==> config.mk <==
export PLATFORM = sky130hd
export DESIGN_NAME = motor_speed_command_mapper
export DESIGN_NICKNAME = d
export VERILOG_FILES = /design/src/logic/motor_speed_pkg.sv /design/src/logic/pin_command_scaler.sv /design/src/logic/motor_speed_command_mapper.sv
export VERILOG_INCLUDE_DIRS = /design/src /design/src/logic
export SDC_FILE = /design/constraint.sdc
export NUM_CORES = 2
export LEC_CHECK = 0
export ABC_AREA = 0
export CAP_MARGIN = 10
export CORE_MARGIN = 2
export CORE_UTILIZATION = 50
export DETAILED_ROUTE_END_ITERATION = 7
export DONT_BUFFER_PORTS = 1
export GPL_ROUTABILITY_DRIVEN = 0
export REMOVE_ABC_BUFFERS = 1
export SYNTH_ARGS = -nofsm -noshare
export SYNTH_HDL_FRONTEND = slang
export SYNTH_SLANG_ARGS = --single-unit
==> constraint.sdc <==
create_clock -name ref_clk_i -period 10.3 [get_ports ref_clk_i]
set_input_delay 0.515 -clock ref_clk_i [delete_from_list [all_inputs] [get_ports ref_clk_i]]
set_output_delay 0.515 -clock ref_clk_i [all_outputs]
set_load 0.005 [all_outputs]
==> src/logic/motor_speed_consts.svh <==
`ifndef MOTOR_SPEED_CONSTS_SVH
`define MOTOR_SPEED_CONSTS_SVH

// ****************************************
// Command format
// ****************************************
`define CMD_FULL 16'h8000
`define GAIN_SHIFT 12
`define REF_SHIFT 15

// ****************************************
// Register byte offsets
// ****************************************
`define ADDR_CTRL 8'h00
`define ADDR_SERIAL_CMD 8'h04
`define ADDR_STOP_THR 8'h08
`define ADDR_MIN_DUTY 8'h0C
`define ADDR_ENTRY_LVL 8'h10
`define ADDR_EXIT_LVL 8'h14
`define ADDR_FULL_LVL 8'h18
`define ADDR_GAIN 8'h1C
`define ADDR_MAX_SPEED 8'h20
`define ADDR_MAX_POWER 8'h24
`define ADDR_ACCEL 8'h28
`define ADDR_STATUS 8'h2C
`define ADDR_REF 8'h30
`define ADDR_DUTY_OUT 8'h34

// ****************************************
// Control field positions
// ****************************************
`define CTRL_SRC_LSB 0
`define CTRL_LOOP_LSB 2
`define CTRL_SURGE_BIT 4

// ****************************************
// Reset values
// ****************************************
`define RST_CTRL 5'h00
`define RST_SERIAL_CMD 16'h0000
`define RST_STOP_THR 16'h0400
`define RST_MIN_DUTY 16'h0800
`define RST_ENTRY_LVL 16'h0200
`define RST_EXIT_LVL 16'h0400
`define RST_FULL_LVL 16'h8000
`define RST_GAIN 16'h1000
`define RST_MAX_SPEED 16'h0100
`define RST_MAX_POWER 16'h0100
`define RST_ACCEL 16'h0040

// ****************************************
// Timing
// ****************************************
`define CLK_PERIOD_NS 4
`define ACCEL_TICK_NS 1000

`endif

==> src/logic/motor_speed_pkg.sv <==
package motor_speed_pkg;

  typedef enum logic [1:0] {
    SRC_ANALOG = 2'b00,
    SRC_PWM = 2'b01,
    SRC_SERIAL = 2'b10,
    SRC_FREQ = 2'b11
  } cmd_source_t;

  typedef enum logic [1:0] {
    LOOP_OPEN = 2'b00,
    LOOP_SPEED = 2'b01,
    LOOP_POWER = 2'b10,
    LOOP_RSVD = 2'b11
  } loop_select_t;

  typedef struct packed {
    logic [15:0] entry;
    logic [15:0] exit;
    logic [15:0] full_scale;
    logic [15:0] gain;
  } level_cfg_t;

  typedef struct packed {
    logic wr;
    logic rd;
    logic [7:0] addr;
    logic [31:0] wdata;
  } reg_req_t;

endpackage

==> src/logic/pin_command_scaler.sv <==
`timescale 1ns/1ps
`include "motor_speed_consts.svh"

module pin_command_scaler (
  input wire logic ref_clk_i,
  input wire logic reset_n_i,
  input wire logic [15:0] level_i,
  input wire motor_speed_pkg::level_cfg_t cfg_i,
  output logic [15:0] cmd_o,
  output logic running_o
);

  logic running_ff;
  logic [15:0] cmd_ff;
  wire [31:0] product = level_i * cfg_i.gain;
  wire [31:0] scaled = product >> `GAIN_SHIFT;
  wire over_full = (level_i >= cfg_i.full_scale) ||
                   (scaled > {16'h0000, `CMD_FULL});
  wire [15:0] linear_cmd = over_full ? `CMD_FULL : scaled[15:0];
  // Dead band keeps the old decision so a noisy pin cannot chatter
  wire nxt_running = (level_i <= cfg_i.entry) ? 1'b0 :
                     (level_i >= cfg_i.exit) ? 1'b1 :
                     running_ff;
  wire [15:0] nxt_cmd = nxt_running ? linear_cmd : 16'h0000;

  always_ff @(posedge ref_clk_i) begin
    if (!reset_n_i) begin
      running_ff <= 1'b0;
      cmd_ff <= 16'h0000;
    end else begin
      running_ff <= nxt_running;
      cmd_ff <= nxt_cmd;
    end
  end

  assign cmd_o = cmd_ff;
  assign running_o = running_ff;

endmodule

==> src/logic/motor_speed_command_mapper.sv <==
`timescale 1ns/1ps
`include "motor_speed_consts.svh"

// How it works
// - One of four sources drives the command, per command_source_select.
// - Loop 00b: duty target follows command, floored at minimum fraction.
// - Loop 01b: speed reference is command times full-scale speed, floored.
// - Loop 10b: power reference is command times full-scale power, floored.
// - Command below stop_command_threshold: reference zero, motor stopped.
// - Applied duty settles on target; surge guard and accel only shape ramps.
// - Analog mode: pin at or below standby entry level gives zero command.
// - Analog mode: linear above standby exit level, clamped at full scale.
// - Source 01b decodes pin duty linearly into the duty command.
// - Source 10b takes the serially written speed command register.
// - Source 11b decodes pin frequency linearly, clamped at full scale.
module motor_speed_command_mapper #(
  parameter int TICK_CYCLES =
    (`ACCEL_TICK_NS + `CLK_PERIOD_NS - 1) / `CLK_PERIOD_NS
) (
  input wire logic ref_clk_i,
  input wire logic reset_n_i,
  input wire logic [7:0] reg_addr_i,
  input wire logic [31:0] reg_wdata_i,
  input wire logic reg_wr_i,
  input wire logic reg_rd_i,
  output logic [31:0] reg_rdata_o,
  input wire logic [15:0] pin_level_i,
  input wire logic [15:0] pin_duty_i,
  input wire logic [15:0] pin_freq_i,
  output logic [15:0] duty_cmd_o,
  output logic [31:0] active_ref_o,
  output logic [15:0] duty_out_o,
  output logic motor_stopped_o
);

  // ****************************************
  // Helpers
  // ****************************************
  function automatic logic hit(input logic [7:0] a, input logic [7:0] off);
    hit = (a == off);
  endfunction

  function automatic logic [31:0] q15_scale(input logic [15:0] frac,
                                            input logic [15:0] full);
    logic [31:0] p;
    p = frac * full;
    q15_scale = p >> `REF_SHIFT;
  endfunction

  // ****************************************
  // Register bus
  // ****************************************
  motor_speed_pkg::reg_req_t req;
  assign req = '{wr: reg_wr_i, rd: reg_rd_i, addr: reg_addr_i,
                 wdata: reg_wdata_i};

  logic [4:0] ctrl_ff;
  logic [15:0] serial_cmd_ff;
  logic [15:0] stop_thr_ff;
  logic [15:0] min_duty_ff;
  logic [15:0] entry_ff;
  logic [15:0] exit_ff;
  logic [15:0] full_ff;
  logic [15:0] gain_ff;
  logic [15:0] max_speed_ff;
  logic [15:0] max_power_ff;
  logic [15:0] accel_ff;
  logic [31:0] rdata_ff;

  wire [15:0] wd16 = req.wdata[15:0];

  always_ff @(posedge ref_clk_i) begin
    if (!reset_n_i) begin
      ctrl_ff <= `RST_CTRL;
      serial_cmd_ff <= `RST_SERIAL_CMD;
      stop_thr_ff <= `RST_STOP_THR;
      min_duty_ff <= `RST_MIN_DUTY;
      entry_ff <= `RST_ENTRY_LVL;
      exit_ff <= `RST_EXIT_LVL;
      full_ff <= `RST_FULL_LVL;
      gain_ff <= `RST_GAIN;
      max_speed_ff <= `RST_MAX_SPEED;
      max_power_ff <= `RST_MAX_POWER;
      accel_ff <= `RST_ACCEL;
    end else if (req.wr) begin
      if (hit(req.addr, `ADDR_CTRL)) ctrl_ff <= req.wdata[4:0];
      if (hit(req.addr, `ADDR_SERIAL_CMD)) serial_cmd_ff <= wd16;
      if (hit(req.addr, `ADDR_STOP_THR)) stop_thr_ff <= wd16;
      if (hit(req.addr, `ADDR_MIN_DUTY)) min_duty_ff <= wd16;
      if (hit(req.addr, `ADDR_ENTRY_LVL)) entry_ff <= wd16;
      if (hit(req.addr, `ADDR_EXIT_LVL)) exit_ff <= wd16;
      if (hit(req.addr, `ADDR_FULL_LVL)) full_ff <= wd16;
      if (hit(req.addr, `ADDR_GAIN)) gain_ff <= wd16;
      if (hit(req.addr, `ADDR_MAX_SPEED)) max_speed_ff <= wd16;
      if (hit(req.addr, `ADDR_MAX_POWER)) max_power_ff <= wd16;
      if (hit(req.addr, `ADDR_ACCEL)) accel_ff <= wd16;
    end
  end

  wire motor_speed_pkg::cmd_source_t src_sel =
    motor_speed_pkg::cmd_source_t'(ctrl_ff[`CTRL_SRC_LSB +: 2]);
  wire motor_speed_pkg::loop_select_t loop_sel =
    motor_speed_pkg::loop_select_t'(ctrl_ff[`CTRL_LOOP_LSB +: 2]);
  wire surge_guard_on = ctrl_ff[`CTRL_SURGE_BIT];

  // ****************************************
  // Command source
  // ****************************************
  motor_speed_pkg::level_cfg_t level_cfg;
  assign level_cfg = '{entry: entry_ff, exit: exit_ff,
                       full_scale: full_ff, gain: gain_ff};

  logic [15:0] pin_value;
  always_comb begin
    unique case (src_sel)
      motor_speed_pkg::SRC_ANALOG: pin_value = pin_level_i;
      motor_speed_pkg::SRC_PWM: pin_value = pin_duty_i;
      motor_speed_pkg::SRC_SERIAL: pin_value = 16'h0000;
      motor_speed_pkg::SRC_FREQ: pin_value = pin_freq_i;
    endcase
  end

  logic [15:0] pin_cmd;
  pin_command_scaler u_scaler (
    .ref_clk_i(ref_clk_i),
    .reset_n_i(reset_n_i),
    .level_i(pin_value),
    .cfg_i(level_cfg),
    .cmd_o(pin_cmd),
    .running_o()
  );

  wire [15:0] serial_cmd = (serial_cmd_ff > `CMD_FULL) ? `CMD_FULL :
                           serial_cmd_ff;
  wire [15:0] nxt_duty_cmd = (src_sel == motor_speed_pkg::SRC_SERIAL) ?
                             serial_cmd : pin_cmd;

  // ****************************************
  // Reference mapping
  // ****************************************
  logic [15:0] duty_cmd_ff;
  logic [31:0] ref_ff;
  logic stopped_ff;
  logic [15:0] duty_out_ff;

  wire below_stop = duty_cmd_ff < stop_thr_ff;
  // Dead zone between stop threshold and minimum is held at the minimum
  wire [15:0] floored_cmd = (duty_cmd_ff < min_duty_ff) ? min_duty_ff :
                            duty_cmd_ff;

  logic [31:0] mapped_ref;
  always_comb begin
    unique case (loop_sel)
      motor_speed_pkg::LOOP_SPEED:
        mapped_ref = q15_scale(floored_cmd, max_speed_ff);
      motor_speed_pkg::LOOP_POWER:
        mapped_ref = q15_scale(floored_cmd, max_power_ff);
      motor_speed_pkg::LOOP_OPEN,
      motor_speed_pkg::LOOP_RSVD:
        mapped_ref = {16'h0000, floored_cmd};
    endcase
  end

  wire [31:0] nxt_ref = below_stop ? 32'h0000_0000 : mapped_ref;
  // Closed loops have no plant model here, so the floored command is
  // taken as the duty that the loop settles on
  wire [15:0] duty_target = below_stop ? 16'h0000 : floored_cmd;

  // ****************************************
  // Applied duty ramp
  // ****************************************
  localparam int TICK_W = $clog2(TICK_CYCLES + 1);
  logic [TICK_W-1:0] tick_cnt_ff;
  wire tick = (tick_cnt_ff == TICK_W'(TICK_CYCLES - 1));
  wire [TICK_W-1:0] nxt_tick_cnt = tick ? '0 : tick_cnt_ff + 1'b1;

  wire rising = duty_target > duty_out_ff;
  wire falling = duty_target < duty_out_ff;
  wire [15:0] gap_up = duty_target - duty_out_ff;
  wire [15:0] gap_dn = duty_out_ff - duty_target;
  wire [15:0] up_val = (gap_up > accel_ff) ? duty_out_ff + accel_ff :
                       duty_target;
  // Surge guard slows the fall so braking energy cannot pump the supply
  wire [15:0] dn_val = (surge_guard_on && gap_dn > accel_ff) ?
                       duty_out_ff - accel_ff : duty_target;
  wire [15:0] nxt_duty_out = !tick ? duty_out_ff :
                             rising ? up_val :
                             falling ? dn_val : duty_out_ff;

  // ****************************************
  // Read back
  // ****************************************
  logic [31:0] rd_mux;
  always_comb begin
    rd_mux = 32'h0000_0000;
    if (hit(req.addr, `ADDR_CTRL)) rd_mux = {27'h0, ctrl_ff};
    if (hit(req.addr, `ADDR_SERIAL_CMD)) rd_mux = {16'h0, serial_cmd_ff};
    if (hit(req.addr, `ADDR_STOP_THR)) rd_mux = {16'h0, stop_thr_ff};
    if (hit(req.addr, `ADDR_MIN_DUTY)) rd_mux = {16'h0, min_duty_ff};
    if (hit(req.addr, `ADDR_ENTRY_LVL)) rd_mux = {16'h0, entry_ff};
    if (hit(req.addr, `ADDR_EXIT_LVL)) rd_mux = {16'h0, exit_ff};
    if (hit(req.addr, `ADDR_FULL_LVL)) rd_mux = {16'h0, full_ff};
    if (hit(req.addr, `ADDR_GAIN)) rd_mux = {16'h0, gain_ff};
    if (hit(req.addr, `ADDR_MAX_SPEED)) rd_mux = {16'h0, max_speed_ff};
    if (hit(req.addr, `ADDR_MAX_POWER)) rd_mux = {16'h0, max_power_ff};
    if (hit(req.addr, `ADDR_ACCEL)) rd_mux = {16'h0, accel_ff};
    if (hit(req.addr, `ADDR_STATUS)) begin
      rd_mux = {15'h0, stopped_ff, duty_cmd_ff};
    end
    if (hit(req.addr, `ADDR_REF)) rd_mux = ref_ff;
    if (hit(req.addr, `ADDR_DUTY_OUT)) rd_mux = {16'h0, duty_out_ff};
  end

  wire [31:0] nxt_rdata = req.rd ? rd_mux : 32'h0000_0000;

  always_ff @(posedge ref_clk_i) begin
    if (!reset_n_i) begin
      duty_cmd_ff <= 16'h0000;
      ref_ff <= 32'h0000_0000;
      stopped_ff <= 1'b1;
      duty_out_ff <= 16'h0000;
      tick_cnt_ff <= '0;
      rdata_ff <= 32'h0000_0000;
    end else begin
      duty_cmd_ff <= nxt_duty_cmd;
      ref_ff <= nxt_ref;
      stopped_ff <= below_stop;
      duty_out_ff <= nxt_duty_out;
      tick_cnt_ff <= nxt_tick_cnt;
      rdata_ff <= nxt_rdata;
    end
  end

  assign reg_rdata_o = rdata_ff;
  assign duty_cmd_o = duty_cmd_ff;
  assign active_ref_o = ref_ff;
  assign duty_out_o = duty_out_ff;
  assign motor_stopped_o = stopped_ff;

endmodule

==> summary.txt <==
Place
  • DPL Wire Length: 98.9 mm
  • Placed cell count: around 6k
  • IO Port Bufs: 0
  • Worst slack, placed: between 0.6 and 0.7 ns
  • Placed cell area: 0.0424 sq mm

Layout
  • Post-layout util: a little over half
  • Final non-filler cell area: 0.0435 sq mm
  • Area growth syn-to-layout: 4.48%
  • Layout net count: 5979
  • Commonest non-fill, non-tap cells in the layout: 853 x inv_1, 843 x nand2_1, 583 x fa_1
  • Most common cell after layout, fill and taps aside: inv_1
  • Final cell count without fillers: between 5k and 6k
  • Layout cells sized above 1: under 10%

Critical path
  • Worst EP arrival: 10.27 ns
  • R2r startpoint: min_duty_ff[11]$_SDFFE_PN1P_
  • Startpoint class of the critical path: flip-flop
  • CP max stage cell: mux2_2
  • Crit path max fanout: 34
  • CP endpoint kind: flip-flop
  • CP peak stage delay: 0.97 ns
  • Critical path class: flip-flop to flip-flop
  • Critical path launch point: min_duty_ff[11]$_SDFFE_PN1P_
  • Most numerous cell on the critical path: fa_1
  • Worst EP required: around 11 ns

Floorplanning
  • Rows: between 100 and 150
  • IO Pins: about 190
  • Core region area: between 0.08 and 0.09 sq mm
  • Die X: ~290 um
  • Die height: between 200 and 300 um
  • Initial Utilization: about 51%
  • Die area: about 0.086 sq mm

CTS
  • Worst-path clk slew: roughly 0.060 ns
  • Cts repair resizes: 0
  • Root buffer cell: clkbuf_16
  • Clk sinks: around 260
  • CTS buffer count: 34
  • Max Buffers Root-to-Sink: 3
  • # hold bufs at CTS: 0
  • Clock Latency Late Sink: 0.56 ns
  • # H-tree levels: 2
  • Post-CTS setup buffers: 0
  • CTS tree: yes

Synth
  • Synth Instances: between 4k and 5k
  • Synth Cell Area: between 0.04 and 0.05 sq mm
  • EDFF count, synth: 0
  • Post-Syn Area per Cell: about 8.4 sq um
  • Warnings, synthesis: 0
  • Synth top area cells: fa_1 28%, ha_1 14%, dfxtp_1 12%
  • Post-synthesis sequential area ratio: 12.4%
  • Yosys cell types: 84
  • Seq cells post-synth: about 260
  • Top_reg_cell synth: dfxtp_1
  • Ys async rst share: 0%
  • Area leader, netlist: fa_1
  • Share of the synthesized area in the top cell type: ~28%

STA
  • Final setup fails: 0
  • Min cycle time layout: around 10 ns
  • WHS: 0.0961 ns
  • Clk_skew: around 0.02 ns
  • Least-Margin Pin Slew: about 1.3 ns
  • Pins Over Slew Limit: 0
  • Worst Slack Setup Final: 0.447 ns
  • Setup TNS: 0 ns
  • Final hold viol count: 0
  • RSZ-0062 raised after global routing: false
  • F_max: between 100 and 150 MHz
  • Max-Slew Margin vs Limit: 11.3%
  • Final Cycle Share: 95.7%

Global route
  • Grt ovf: 0
  • Via count of the first global-routing pass: approximately 34k
  • First-pass GRT wire length: 202 mm
  • Initial antenna violation count: 4
  • GRT Util Overall: 30.8%
  • Pin count of the biggest net entering global routing: roughly 200

Route
  • Vias post-DR: roughly 34k
  • TritonRoute pass-1 iters: 6
  • Vias/cell: 5.71
  • Final wirelength: around 130 mm
  • Routed len/inst: approximately 22 um
  • Detail Route Antenna Nets: 0
  • DR iter-0 viols: 2677
  • DRC Markers: 0

Power and ir drop
  • Lkg Pwr: 20.5 nW
  • Pwr dens: about 57 mW/mm^2
  • Max IR drop VDD: between 0.08 and 0.09 mV
  • Overall Power: ~2.5 mW

Run status
  • Outcome: completed

Min path
  • Type of the tightest min-delay check: input pin to flip-flop
  • Hold Path Origin: reg_wdata_i[9]

Flow run
  • Max cap viols: 0
cell usage after synthesis (8+ instances only):
cell / number
a2111oi_0: 10
a211o_1: 8
a211oi_1: 15
a21boi_0: 158
a21o_1: 66
a21oi_1: 158
a221o_1: 8
a221oi_1: 28
a222oi_1: 9
a22o_1: 34
a22oi_1: 58
a31oi_1: 12
and2_1: 379
and3_1: 22
and4_1: 9
buf_1: 13
buf_4: 30
clkbuf_1: 232
dfxtp_1: 257
fa_1: 583
ha_1: 477
inv_1: 853
mux2_2: 33
mux2i_1: 12
nand2_1: 843
nand2b_1: 27
nand3_1: 46
nand4_1: 32
nor2_1: 106
nor2b_1: 50
nor3_1: 34
nor4_1: 8
o211ai_1: 19
o21a_1: 17
o21ai_0: 94
o21bai_1: 27
o22ai_1: 11
o31ai_1: 9
or3_1: 11
xnor2_1: 57
xor2_1: 31
kinds of logic after synthesis:
family	after synthesis	synth area share [%]
AND/OR/NAND/NOR	1587	18.0
flip-flops	257	12.4
multiplexers	47	1.25
adder cells (fa/ha/maj)	1060	42.4
AO/OA/AOI/OAI	801	13.5
XOR/XNOR	88	1.85
other	1	0.00902
buffers and inverters	1136	10.6
critical path, delay by kind of cell, from the launching register on:
kind	cells	cell delay, ns
buffers and inverters	5	0.31
AOI/OAI and AO/OA	10	2.89
muxes	2	1.33
adders and majority gates	8	3.51
and+or+nand+nor	4	1.25
DFF	1	0.39
worst paths after layout:
check                                end  slack (ns)  depth (start not counted)
max          active_ref_o[13]$_SDFF_PP0_        0.45                         29
min             accel_ff[9]$_SDFFE_PN0P_         0.1                          2
max reg2reg  active_ref_o[13]$_SDFF_PP0_        0.45                         29
min reg2reg     full_ff[12]$_SDFFE_PN0P_        0.47                          2
per-layer routing:
layer | vias up | routed length (um) | track usage [%]
li1 | 15500 | - | -
met1 | 16800 | 55000 | 41.7
met2 | 1336 | 57800 | 48.4
met5 | - | 0 | 0
met3 | 229 | 12400 | 6.90
met4 | 0 | 5030 | 10.9
cell type report:
type | instances | area [sq um]
Antenna cell | 5 | 12.5
Clock buffer | 48 | 975
Clock inverter | 11 | 96.3
Fill cell | 7852 | 38800
Inverter | 854 | 3210
Multi-Input combinational cell | 3613 | 32200
Sequential cell | 257 | 5140
Tap cell | 1070 | 1340
Timing Repair Buffer | 67 | 503
power by group:
part	switching [mW]	internal (mW)	total (mW)
Sequential	0.00920	1.00	1.01
Clock	0.501	0.687	1.19
Combinational	0.175	0.101	0.276
(Power assumes the default switching activity.)
